$ cat src/core/tpu_pkg.sv
// timer/pwm unit package: register offsets, field positions, reset values
// assumes byte offsets as printed are index values, byte address = 4 * index
package tpu_pkg;
   // register indices as printed; apb byte address is four times the index
   localparam logic [7:0] tpu_idx_count = 8'h10;
   localparam logic [7:0] tpu_idx_ctrl_one = 8'h11;
   localparam logic [7:0] tpu_idx_ctrl_two = 8'h12;
   localparam logic [7:0] tpu_idx_duty_one = 8'h13;
   localparam logic [7:0] tpu_idx_pre_count = 8'h14;
   localparam logic [7:0] tpu_idx_pwm_two = 8'h16;
   localparam logic [7:0] tpu_idx_duty_two = 8'h18;
   localparam logic [7:0] tpu_idx_high = 8'h20;
   localparam logic [7:0] tpu_idx_reload_low = 8'h21;
   localparam logic [7:0] tpu_idx_irq_status = 8'h22;
   localparam logic [7:0] tpu_idx_irq_mask = 8'h23;
   // control register one fields
   localparam int tpu_bit_enable = 0;
   localparam int tpu_bit_reload = 1;
   localparam int tpu_bit_one_shot = 2;
   localparam int tpu_bit_polarity = 6;
   localparam int tpu_bit_out_en = 7;
   // control register two fields
   localparam int tpu_bit_pre_dis = 3;
   localparam int tpu_bit_edge = 4;
   localparam int tpu_bit_src = 5;
   // shared high register fields
   localparam int tpu_pos_duty_one_hi = 0;
   localparam int tpu_pos_duty_two_hi = 2;
   localparam int tpu_pos_reload_hi = 4;
   // reset values
   localparam logic [7:0] tpu_rst_ctrl_one = 8'h00;
   localparam logic [5:0] tpu_rst_ctrl_two = 6'h3f;
   localparam logic [7:0] tpu_rst_pre_count = 8'hff;
   localparam logic [9:0] tpu_full_scale = 10'h3ff;
   // interrupt status bit: underflow
   localparam int tpu_irq_underflow = 0;
endpackage : tpu_pkg

$ cat src/core/tpu_prescaler.sv
// prescaler: 8-bit down counter stepped by each count pulse, giving one tick per rate period
// assumes a single clock and count pulses that are at most one per cycle
`timescale 1ns/1ns
`default_nettype none
module tpu_prescaler
(
   input wire logic pclk,
   input wire logic presetn,
   input wire logic cnt_in,
   input wire logic [2:0] rate,
   input wire logic bypass,
   output logic tick,
   output logic [7:0] count_ff
);
   import tpu_pkg::*;
   logic [7:0] nxt_count;
   logic [7:0] mask;

   // lower rate+1 bits wrap to ones once per 2^(rate+1) pulses
   always_comb
   begin
      mask = 8'hff >> (3'd7 - rate);
      nxt_count = count_ff - 8'h01;
      tick = bypass ? cnt_in : (cnt_in && ((count_ff & mask) == 8'h00));
   end

   // counter runs even when bypassed so the value register stays live
   always_ff @(posedge pclk or negedge presetn)
   begin
      if (!presetn)
         count_ff <= tpu_rst_pre_count;
      else if (cnt_in)
         count_ff <= nxt_count;
   end
endmodule // tpu_prescaler
`default_nettype wire

$ cat src/core/tpu_pwm.sv
// one pwm channel: compares the timer value against a 10-bit duty value
// assumes the duty value is held steady by the register file
`timescale 1ns/1ns
`default_nettype none
module tpu_pwm
(
   input wire logic pclk,
   input wire logic presetn,
   input wire logic [9:0] count,
   input wire logic [9:0] duty,
   input wire logic active_low,
   input wire logic out_en,
   output logic pwm_out,
   output logic pwm_oe
);
   import tpu_pkg::*;

   // registered so the pin sees no comparator glitches
   always_ff @(posedge pclk or negedge presetn)
   begin
      if (!presetn)
      begin
         pwm_out <= 1'b0;
         pwm_oe <= 1'b0;
      end
      else
      begin
         pwm_out <= (count <= duty) ^ active_low;
         pwm_oe <= out_en;
      end
   end
endmodule // tpu_pwm
`default_nettype wire

$ cat src/core/tpu_timer.sv
// timer/pwm unit: 10-bit down counter, prescaler, two pwm channels, apb slave
// assumes apb master on pclk; ext_count_input synchronous to pclk
// Operation
// - count register read returns low eight bits of the counter
// - count register write loads all ten bits from high field and reload byte
// - counter advances only while its enable bit is set
// - continuous, reload off: on underflow load full scale and continue
// - continuous, reload on: on underflow load reload value and continue
// - one-shot: count down to zero once then stop
// - first channel polarity bit one means active low output
// - first channel enable bit hands its pin to the waveform
// - external clock counts on falling edge when edge bit set, else rising
// - source bit one selects external input, zero the instruction clock
// - first channel period is reload value; duty high bits are [1:0]
// - prescaler value register returns present prescaler count
// - second channel polarity bit one means active low output
// - second channel enable bit hands its pin to the waveform
// - second channel shares period; duty high bits are [3:2]
//
// Local design decision: register access over APB.
`timescale 1ns/1ns
`default_nettype none
module tpu_timer
(
   input wire logic pclk,
   input wire logic presetn,
   input wire logic psel,
   input wire logic penable,
   input wire logic pwrite,
   input wire logic [9:0] paddr,
   input wire logic [31:0] pwdata,
   output logic [31:0] prdata,
   output logic pready,
   output logic pslverr,
   input wire logic ext_count_input,
   output logic first_pwm_out,
   output logic first_pwm_oe,
   output logic second_pwm_out,
   output logic second_pwm_oe,
   output logic underflow_pulse,
   output logic irq
);
   import tpu_pkg::*;

   typedef enum logic [1:0]
   {
      tpu_st_run = 2'b00,
      tpu_st_done = 2'b01
   } tpu_state_t;

   logic [7:0] ctrl_one_ff;
   logic [5:0] ctrl_two_ff;
   logic [7:0] duty_one_ff;
   logic [7:0] duty_two_ff;
   logic [7:0] second_ctrl_ff;
   logic [5:0] high_ff;
   logic [7:0] reload_low_ff;
   logic [9:0] count_ff;
   logic [9:0] nxt_count;
   logic [0:0] irq_status_ff;
   logic [0:0] irq_mask_ff;
   logic ext_prev_ff;
   tpu_state_t state_ff;
   tpu_state_t nxt_state;
   logic [7:0] pre_value;
   logic pre_tick;
   logic cnt_src;
   logic ext_edge;
   logic wr_en;
   logic rd_en;
   logic mapped;
   logic [9:0] reload_value;

   // word index of an apb byte address; alignment is checked by hit, not here
   function automatic logic [7:0] word_index(input logic [9:0] addr);
      word_index = addr[9:2];
   endfunction

   function automatic logic hit(input logic [9:0] addr, input logic [7:0] idx);
      hit = (addr[1:0] == 2'b00) && (word_index(addr) == idx);
   endfunction

   // ten-bit value from a two-bit field of the shared high register and a low byte
   function automatic logic [9:0] join_hi(input logic [5:0] hi, input int pos, input logic [7:0] lo);
      join_hi = {hi[pos +: 2], lo};
   endfunction

   assign wr_en = psel && penable && pwrite;
   assign rd_en = psel && penable && !pwrite;
   assign pready = 1'b1;
   assign reload_value = join_hi(high_ff, tpu_pos_reload_hi, reload_low_ff);

   // external edge detect; input already synchronous to pclk
   always_ff @(posedge pclk or negedge presetn)
   begin
      if (!presetn)
         ext_prev_ff <= 1'b0;
      else
         ext_prev_ff <= ext_count_input;
   end

   // count source selection and edge polarity
   always_comb
   begin
      if (ctrl_two_ff[tpu_bit_edge])
         ext_edge = ext_prev_ff && !ext_count_input;
      else
         ext_edge = !ext_prev_ff && ext_count_input;
      cnt_src = ctrl_two_ff[tpu_bit_src] ? ext_edge : 1'b1;
   end

   // prescaler ticks only while the timer is enabled
   tpu_prescaler u_pre
   (
      .pclk(pclk),
      .presetn(presetn),
      .cnt_in(cnt_src && ctrl_one_ff[tpu_bit_enable]),
      .rate(ctrl_two_ff[2:0]),
      .bypass(ctrl_two_ff[tpu_bit_pre_dis]),
      .tick(pre_tick),
      .count_ff(pre_value)
   );

   // down counter next value and mode handling
   always_comb
   begin
      nxt_count = count_ff;
      nxt_state = state_ff;
      underflow_pulse = 1'b0;
      case (state_ff)
         tpu_st_run:
         begin
            if (ctrl_one_ff[tpu_bit_enable] && pre_tick)
            begin
               if (count_ff == 10'h000)
               begin
                  underflow_pulse = 1'b1;
                  if (ctrl_one_ff[tpu_bit_one_shot])
                     nxt_state = tpu_st_done;
                  else if (ctrl_one_ff[tpu_bit_reload])
                     nxt_count = reload_value;
                  else
                     nxt_count = tpu_full_scale;
               end
               else
                  nxt_count = count_ff - 10'h001;
            end
         end
         tpu_st_done:
            nxt_state = tpu_st_done;
         default:
            nxt_state = tpu_st_run;
      endcase
      // a count write restarts the counter, also out of a finished one-shot
      if (wr_en && hit(paddr, tpu_idx_count))
      begin
         nxt_count = join_hi(high_ff, tpu_pos_reload_hi, pwdata[7:0]);
         nxt_state = tpu_st_run;
      end
   end

   // down counter; full scale after reset so a first free run spans the whole range
   always_ff @(posedge pclk or negedge presetn)
   begin
      if (!presetn)
         count_ff <= tpu_full_scale;
      else
         count_ff <= nxt_count;
   end

   // run or finished one-shot
   always_ff @(posedge pclk or negedge presetn)
   begin
      if (!presetn)
         state_ff <= tpu_st_run;
      else
         state_ff <= nxt_state;
   end

   // control register one; unused bits 5:3 always read zero
   always_ff @(posedge pclk or negedge presetn)
   begin
      if (!presetn)
         ctrl_one_ff <= tpu_rst_ctrl_one;
      else if (wr_en && hit(paddr, tpu_idx_ctrl_one))
         ctrl_one_ff <= pwdata[7:0] & 8'hc7;
   end

   // control register two
   always_ff @(posedge pclk or negedge presetn)
   begin
      if (!presetn)
         ctrl_two_ff <= tpu_rst_ctrl_two;
      else if (wr_en && hit(paddr, tpu_idx_ctrl_two))
         ctrl_two_ff <= pwdata[5:0]; // rate change while running may glitch a tick
   end

   // first duty byte, write only
   always_ff @(posedge pclk or negedge presetn)
   begin
      if (!presetn)
         duty_one_ff <= 8'h00;
      else if (wr_en && hit(paddr, tpu_idx_duty_one))
         duty_one_ff <= pwdata[7:0];
   end

   // second duty byte, write only
   always_ff @(posedge pclk or negedge presetn)
   begin
      if (!presetn)
         duty_two_ff <= 8'h00;
      else if (wr_en && hit(paddr, tpu_idx_duty_two))
         duty_two_ff <= pwdata[7:0];
   end

   // second channel control; only enable and polarity are kept
   always_ff @(posedge pclk or negedge presetn)
   begin
      if (!presetn)
         second_ctrl_ff <= 8'h00;
      else if (wr_en && hit(paddr, tpu_idx_pwm_two))
         second_ctrl_ff <= pwdata[7:0] & 8'hc0;
   end

   // shared high bits of both duty values and of the reload value
   always_ff @(posedge pclk or negedge presetn)
   begin
      if (!presetn)
         high_ff <= 6'h00;
      else if (wr_en && hit(paddr, tpu_idx_high))
         high_ff <= pwdata[5:0];
   end

   // reload byte; a count write stores its byte here too, so reload mode repeats it
   always_ff @(posedge pclk or negedge presetn)
   begin
      if (!presetn)
         reload_low_ff <= 8'h00;
      else if (wr_en && (hit(paddr, tpu_idx_reload_low) || hit(paddr, tpu_idx_count)))
         reload_low_ff <= pwdata[7:0];
   end

   // interrupt mask
   always_ff @(posedge pclk or negedge presetn)
   begin
      if (!presetn)
         irq_mask_ff <= 1'b0;
      else if (wr_en && hit(paddr, tpu_idx_irq_mask))
         irq_mask_ff <= pwdata[0:0];
   end

   // sticky underflow flag; a new event wins over a write-one clear
   always_ff @(posedge pclk or negedge presetn)
   begin
      if (!presetn)
         irq_status_ff <= 1'b0;
      else if (underflow_pulse)
         irq_status_ff <= 1'b1;
      else if (wr_en && hit(paddr, tpu_idx_irq_status) && pwdata[tpu_irq_underflow])
         irq_status_ff <= 1'b0;
   end

   assign irq = |(irq_status_ff & irq_mask_ff);

   // read mux; duty registers are write-only and read as zero
   always_comb
   begin
      mapped = 1'b1;
      prdata = 32'h0000_0000;
      if (hit(paddr, tpu_idx_count))
         prdata[7:0] = count_ff[7:0];
      else if (hit(paddr, tpu_idx_ctrl_one))
         prdata[7:0] = ctrl_one_ff;
      else if (hit(paddr, tpu_idx_ctrl_two))
         prdata[5:0] = ctrl_two_ff;
      else if (hit(paddr, tpu_idx_pre_count))
         prdata[7:0] = pre_value;
      else if (hit(paddr, tpu_idx_pwm_two))
         prdata[7:0] = second_ctrl_ff;
      else if (hit(paddr, tpu_idx_high))
         prdata[5:0] = high_ff;
      else if (hit(paddr, tpu_idx_reload_low))
         prdata[7:0] = reload_low_ff;
      else if (hit(paddr, tpu_idx_irq_status))
         prdata[0] = irq_status_ff[0];
      else if (hit(paddr, tpu_idx_irq_mask))
         prdata[0] = irq_mask_ff[0];
      else if (!hit(paddr, tpu_idx_duty_one) && !hit(paddr, tpu_idx_duty_two))
         mapped = 1'b0;
      pslverr = psel && penable && !mapped;
      if (!rd_en)
         prdata = 32'h0000_0000;
   end

   // first channel: duty high bits [1:0], period from shared reload
   tpu_pwm u_pwm_one
   (
      .pclk(pclk),
      .presetn(presetn),
      .count(count_ff),
      .duty(join_hi(high_ff, tpu_pos_duty_one_hi, duty_one_ff)),
      .active_low(ctrl_one_ff[tpu_bit_polarity]),
      .out_en(ctrl_one_ff[tpu_bit_out_en]),
      .pwm_out(first_pwm_out),
      .pwm_oe(first_pwm_oe)
   );

   // second channel: duty high bits [3:2], same frame
   tpu_pwm u_pwm_two
   (
      .pclk(pclk),
      .presetn(presetn),
      .count(count_ff),
      .duty(join_hi(high_ff, tpu_pos_duty_two_hi, duty_two_ff)),
      .active_low(second_ctrl_ff[tpu_bit_polarity]),
      .out_en(second_ctrl_ff[tpu_bit_out_en]),
      .pwm_out(second_pwm_out),
      .pwm_oe(second_pwm_oe)
   );
endmodule // tpu_timer
`default_nettype wire

$ cat config.mk
export PLATFORM = sky130hd
export DESIGN_NAME = tpu_timer
export DESIGN_NICKNAME = d
export VERILOG_FILES = /design/src/core/tpu_pkg.sv /design/src/core/tpu_prescaler.sv /design/src/core/tpu_pwm.sv /design/src/core/tpu_timer.sv
export SDC_FILE = /design/constraint.sdc
export NUM_CORES = 1
export LEC_CHECK = 0
export BUFFER_PORTS_ARGS = -buffer_cell sky130_fd_sc_hd__buf_2
export CAP_MARGIN = 20
export CORE_MARGIN = 2
export CORE_UTILIZATION = 40
export CTS_CLUSTER_DIAMETER = 30
export CTS_CLUSTER_SIZE = 10
export DETAILED_ROUTE_END_ITERATION = 8
export GPL_TIMING_DRIVEN = 1
export HOLD_SLACK_MARGIN = 0.1
export PLACE_DENSITY = 0.71
export SKIP_CTS_REPAIR_TIMING = 1
export SYNTH_ARGS = -nofsm -noshare
export SYNTH_HDL_FRONTEND = slang
export SYNTH_SLANG_ARGS = --single-unit
$ cat constraint.sdc
create_clock -name pclk -period 3.8 [get_ports pclk]
set_clock_uncertainty 0.2 [all_clocks]
set_input_delay 0.38 -clock pclk [delete_from_list [all_inputs] [get_ports pclk]]
set_output_delay 0.38 -clock pclk [all_outputs]
set_load 0.02 [all_outputs]
==> results.py <==
metrics = {
    "sta": {
        "timing.final.crit_share": 0.862,
        "timing.slew.headroom": 0.451,
        "tns_ps": 0,
        "worstMarginPinSlew_ps": 824,
        "fmax_mhz": 305,
        "fin_ws_ps": 526,
        "fin_hold_ws_ps": 120,
        "period_needed_ps": 3270,
        "setup_viol": 0,
        "slew_viol_final": 0,
        "rsz0062_at_grt": "false",
        "hold_viol": 0,
    },
    "global_route": {
        "grt-ovfl-total": 0,
        "met1_usage": 0.270,
        "grt_max_degree": 38,
        "antenna_found_initial": 0,
        "busiest_layer": "met2",
        "grt_pass1_vias": 3531,
        "grt_pass1_wl_um": 18400,
        "use_met3": 0.0511,
        "grt_use_met2": 0.315,
        "grt.total_usage": 0.203,
    },
    "floorplanning": {
        "die_h_um": 110,
        "core_mm2": 0.0109,
        "ios": 88,
        "initial_core_util": 0.413,
        "rows": 38,
        "dieWidth_um": 110,
        "die-area_mm2": 0.0122,
    },
    "placement": {
        "gp_congestion": 0.920,
        "dp_cells": 633,
        "hpwl_um": 8510,
        "post-place-ws_ps": 586,
        "io_buffer_count": 38,
        "placed_area_mm2": 0.00470,
    },
    "synth": {
        "synth_edf_count": 0,
        "yosysWarnings": 0,
        "synth_top_cell_by_area": "dfrtp_1",
        "ys_ff_latch": 69,
        "ys_types": 64,
        "synthTopCellsByArea": "dfrtp_1, dfstp_2, mux2_2, ha_1, buf_4",
        "synthFlopType": "dfrtp_1",
        "ys_seq_area_frac": 0.389,
        "avgSynthCellArea_um2": 9.54,
        "synthCells": 474,
        "synthArstFlopShare": 1.00,
        "netlist_area_mm2": 0.00452,
        "synth_top_area_frac": 0.249,
    },
    "pwr": {
        "power_density_mw_per_mm2": 360,
        "p_leak_nw": 2.32,
        "max-vdd-ir-drop_v": 0.000265,
        "total_power_mw": 1.82,
    },
    "setup_path": {
        "critPathTopFamily": "simple AND/OR/NAND/NOR gates",
        "slowest_delay_ps": 640,
        "worstPathRequired_ps": 3220,
        "r2r-end": "count_ff[2]$_DFFE_PN1P_",
        "endpoint_kind": "output pin",
        "worstReg2RegStart": "count_ff[0]$_DFFE_PN1P_",
        "critPathArrivalTime_ps": 2690,
        "critPathBufInv": 2,
        "reg2regPathDepth": 9,
        "worst_path_max_delay_cell": "or4_1",
        "crit_chain": "buf_2, or4_1, nor3b_4, and3_1, a22o_1, a221oi_1, a311oi_1, buf_2",
        "reg2reg_slack_ps": 840,
        "crit_type": "primary input to output pin",
        "cp_max_fo": 10,
        "start_kind": "primary input",
        "crit_top_cell": "buf_2",
    },
    "clock_tree": {
        "clk_latency_ps": 340,
        "cts_tree": "yes",
        "htreeDepth": 3,
        "root_buffer": "clkbuf_16",
        "clk_pin_slew_ps": 50,
        "cts_buffer_depth": 2,
        "cts_buffers": 9,
        "clock_sinks": 69,
    },
    "layout": {
        "layout-drive-gt1-share": 0.262,
        "finish.utilization": 0.463,
        "nets": 576,
        "design_area_mm2": 0.00506,
        "area_growth_pct": 11.9,
        "fin_cells": 651,
        "num-fill-cells": 1036,
        "n_antenna_cell": 0,
    },
    "route": {
        "num_vias": 3622,
        "post_drt_wl_per_cell_um": 17.4,
        "drc": 0,
        "dr.first_iter.drc_count": 266,
        "drt-total-wl_um": 11400,
        "dr.pass1.iters": 5,
        "ant_nets": 0,
        "via_per_inst": 5.56,
    },
    "hold_path": {
        "hold_class": "primary input to flip-flop",
        "hold_end": "high_ff[2]$_DFFE_PN0P_",
        "holdPathStages": 3,
        "worstHoldStart": "pwdata[2]",
    },
    "run_status": {
        "outcome": "complete, no violations",
    },
    "job": {
        "maxCapViolCount": 0,
    },
}
==> Yosys cell counts, types with 4 or more instances <==
master and instances:
or2_2 5, a21o_1 7, inv_1 30, nand3_1 5
clkbuf_1 5, a221oi_1 5, buf_4 26, a21oi_1 30
and3_1 7, dfrtp_1 45, a211oi_1 5, mux2i_1 8
nor3b_1 5, mux2_2 34, dfstp_2 24, nand2b_1 7
buf_2 9, ha_1 22, o21ai_0 35, nand2_1 37
xor2_1 5, xnor2_1 6, nor3_1 11, nand4_1 4
and2_1 4, nor2_1 25
==> worst min-delay path, delay by kind of cell <==
family / cells / cell delay, ps
buffers and inverters: 1 / 120
AOI/OAI and AO/OA: 1 / 60
and+or+nand+nor: 1 / 50
==> metal layers <==
metal  vias to the layer above  share of wire
li1                       1701              -
met1                      1752           0.44
met2                       141           0.46
met3                        28          0.067
met4                         0          0.032
met5                         -              0
==> cell type report <==
| type | instances | area (µm²) | area share |
|---|---|---|---|
| multi-input cells | 352 | 2430 | 0.481 |
| inverters | 30 | 113 | 0.0223 |
| clock buffers | 10 | 229 | 0.0453 |
| well taps | 140 | 175 | 0.0346 |
| clock inverters | 6 | 111 | 0.0220 |
| flip-flops and latches | 69 | 1760 | 0.347 |
| repair buffers | 44 | 240 | 0.0475 |
==> where the power goes <==
| group | switching, mW | internal (mW) | leakage (nW) |
|---|---|---|---|
| Sequential | 0.00536 | 0.742 | 0.833 |
| Combinational | 0.0842 | 0.0305 | 1.32 |
| Clock | 0.320 | 0.641 | 0.163 |
==> how the worst max path moves through the flow <==
stage / from / to / slack [ps] / cells after the start
2_1_floorplan: paddr[1] / prdata[1] / 810 / 7
3_3_place_gp: paddr[1] / prdata[1] / 620 / 8
3_5_place_dp: paddr[1] / prdata[1] / 590 / 8
4_1_cts: paddr[1] / prdata[1] / 570 / 8
5_1_grt: paddr[1] / prdata[3] / 450 / 7
6_report: paddr[1] / prdata[1] / 530 / 8
==> cell usage in the layout (no fill, tap or decap), drive strengths merged, types with 6 or more instances in the layout <==
master / count
dfstp: 24
a21o: 7
and3: 8
nor3b: 6
xnor2: 6
ha: 22
a21oi: 30
mux2i: 8
dfrtp: 45
conb: 25
o21ai: 35
nor2: 29
buf: 42
mux2: 34
nand2b: 7
inv: 30
nand2: 37
nor3: 14
clkbuf: 10
==> registers in the layout, indices dropped and copies added (netlist names), 2 cells and up <==
name and cells:
duty_one_ff 8, u_pre.count_ff 8, high_ff 6, ctrl_two_ff 6, second_ctrl_ff 2, reload_low_ff 8
count_ff 10, duty_two_ff 8, ctrl_one_ff 5
==> kinds of logic (layout without fill, tap and decap cells) <==
| kind of cell | Yosys count | count (layout) | synth area share |
|---|---|---|---|
| xor+xnor | 11 | 11 | 0.0213 |
| mux | 43 | 43 | 0.107 |
| compound gates | 110 | 110 | 0.154 |
| buf+inv | 76 | 90 | 0.0922 |
| other cells | 2 | 25 | 0.00166 |
| fa+ha+maj | 22 | 22 | 0.0609 |
| simple gates | 141 | 141 | 0.174 |
| flops | 69 | 69 | 0.389 |
Power figures use the tool's default switching activity.
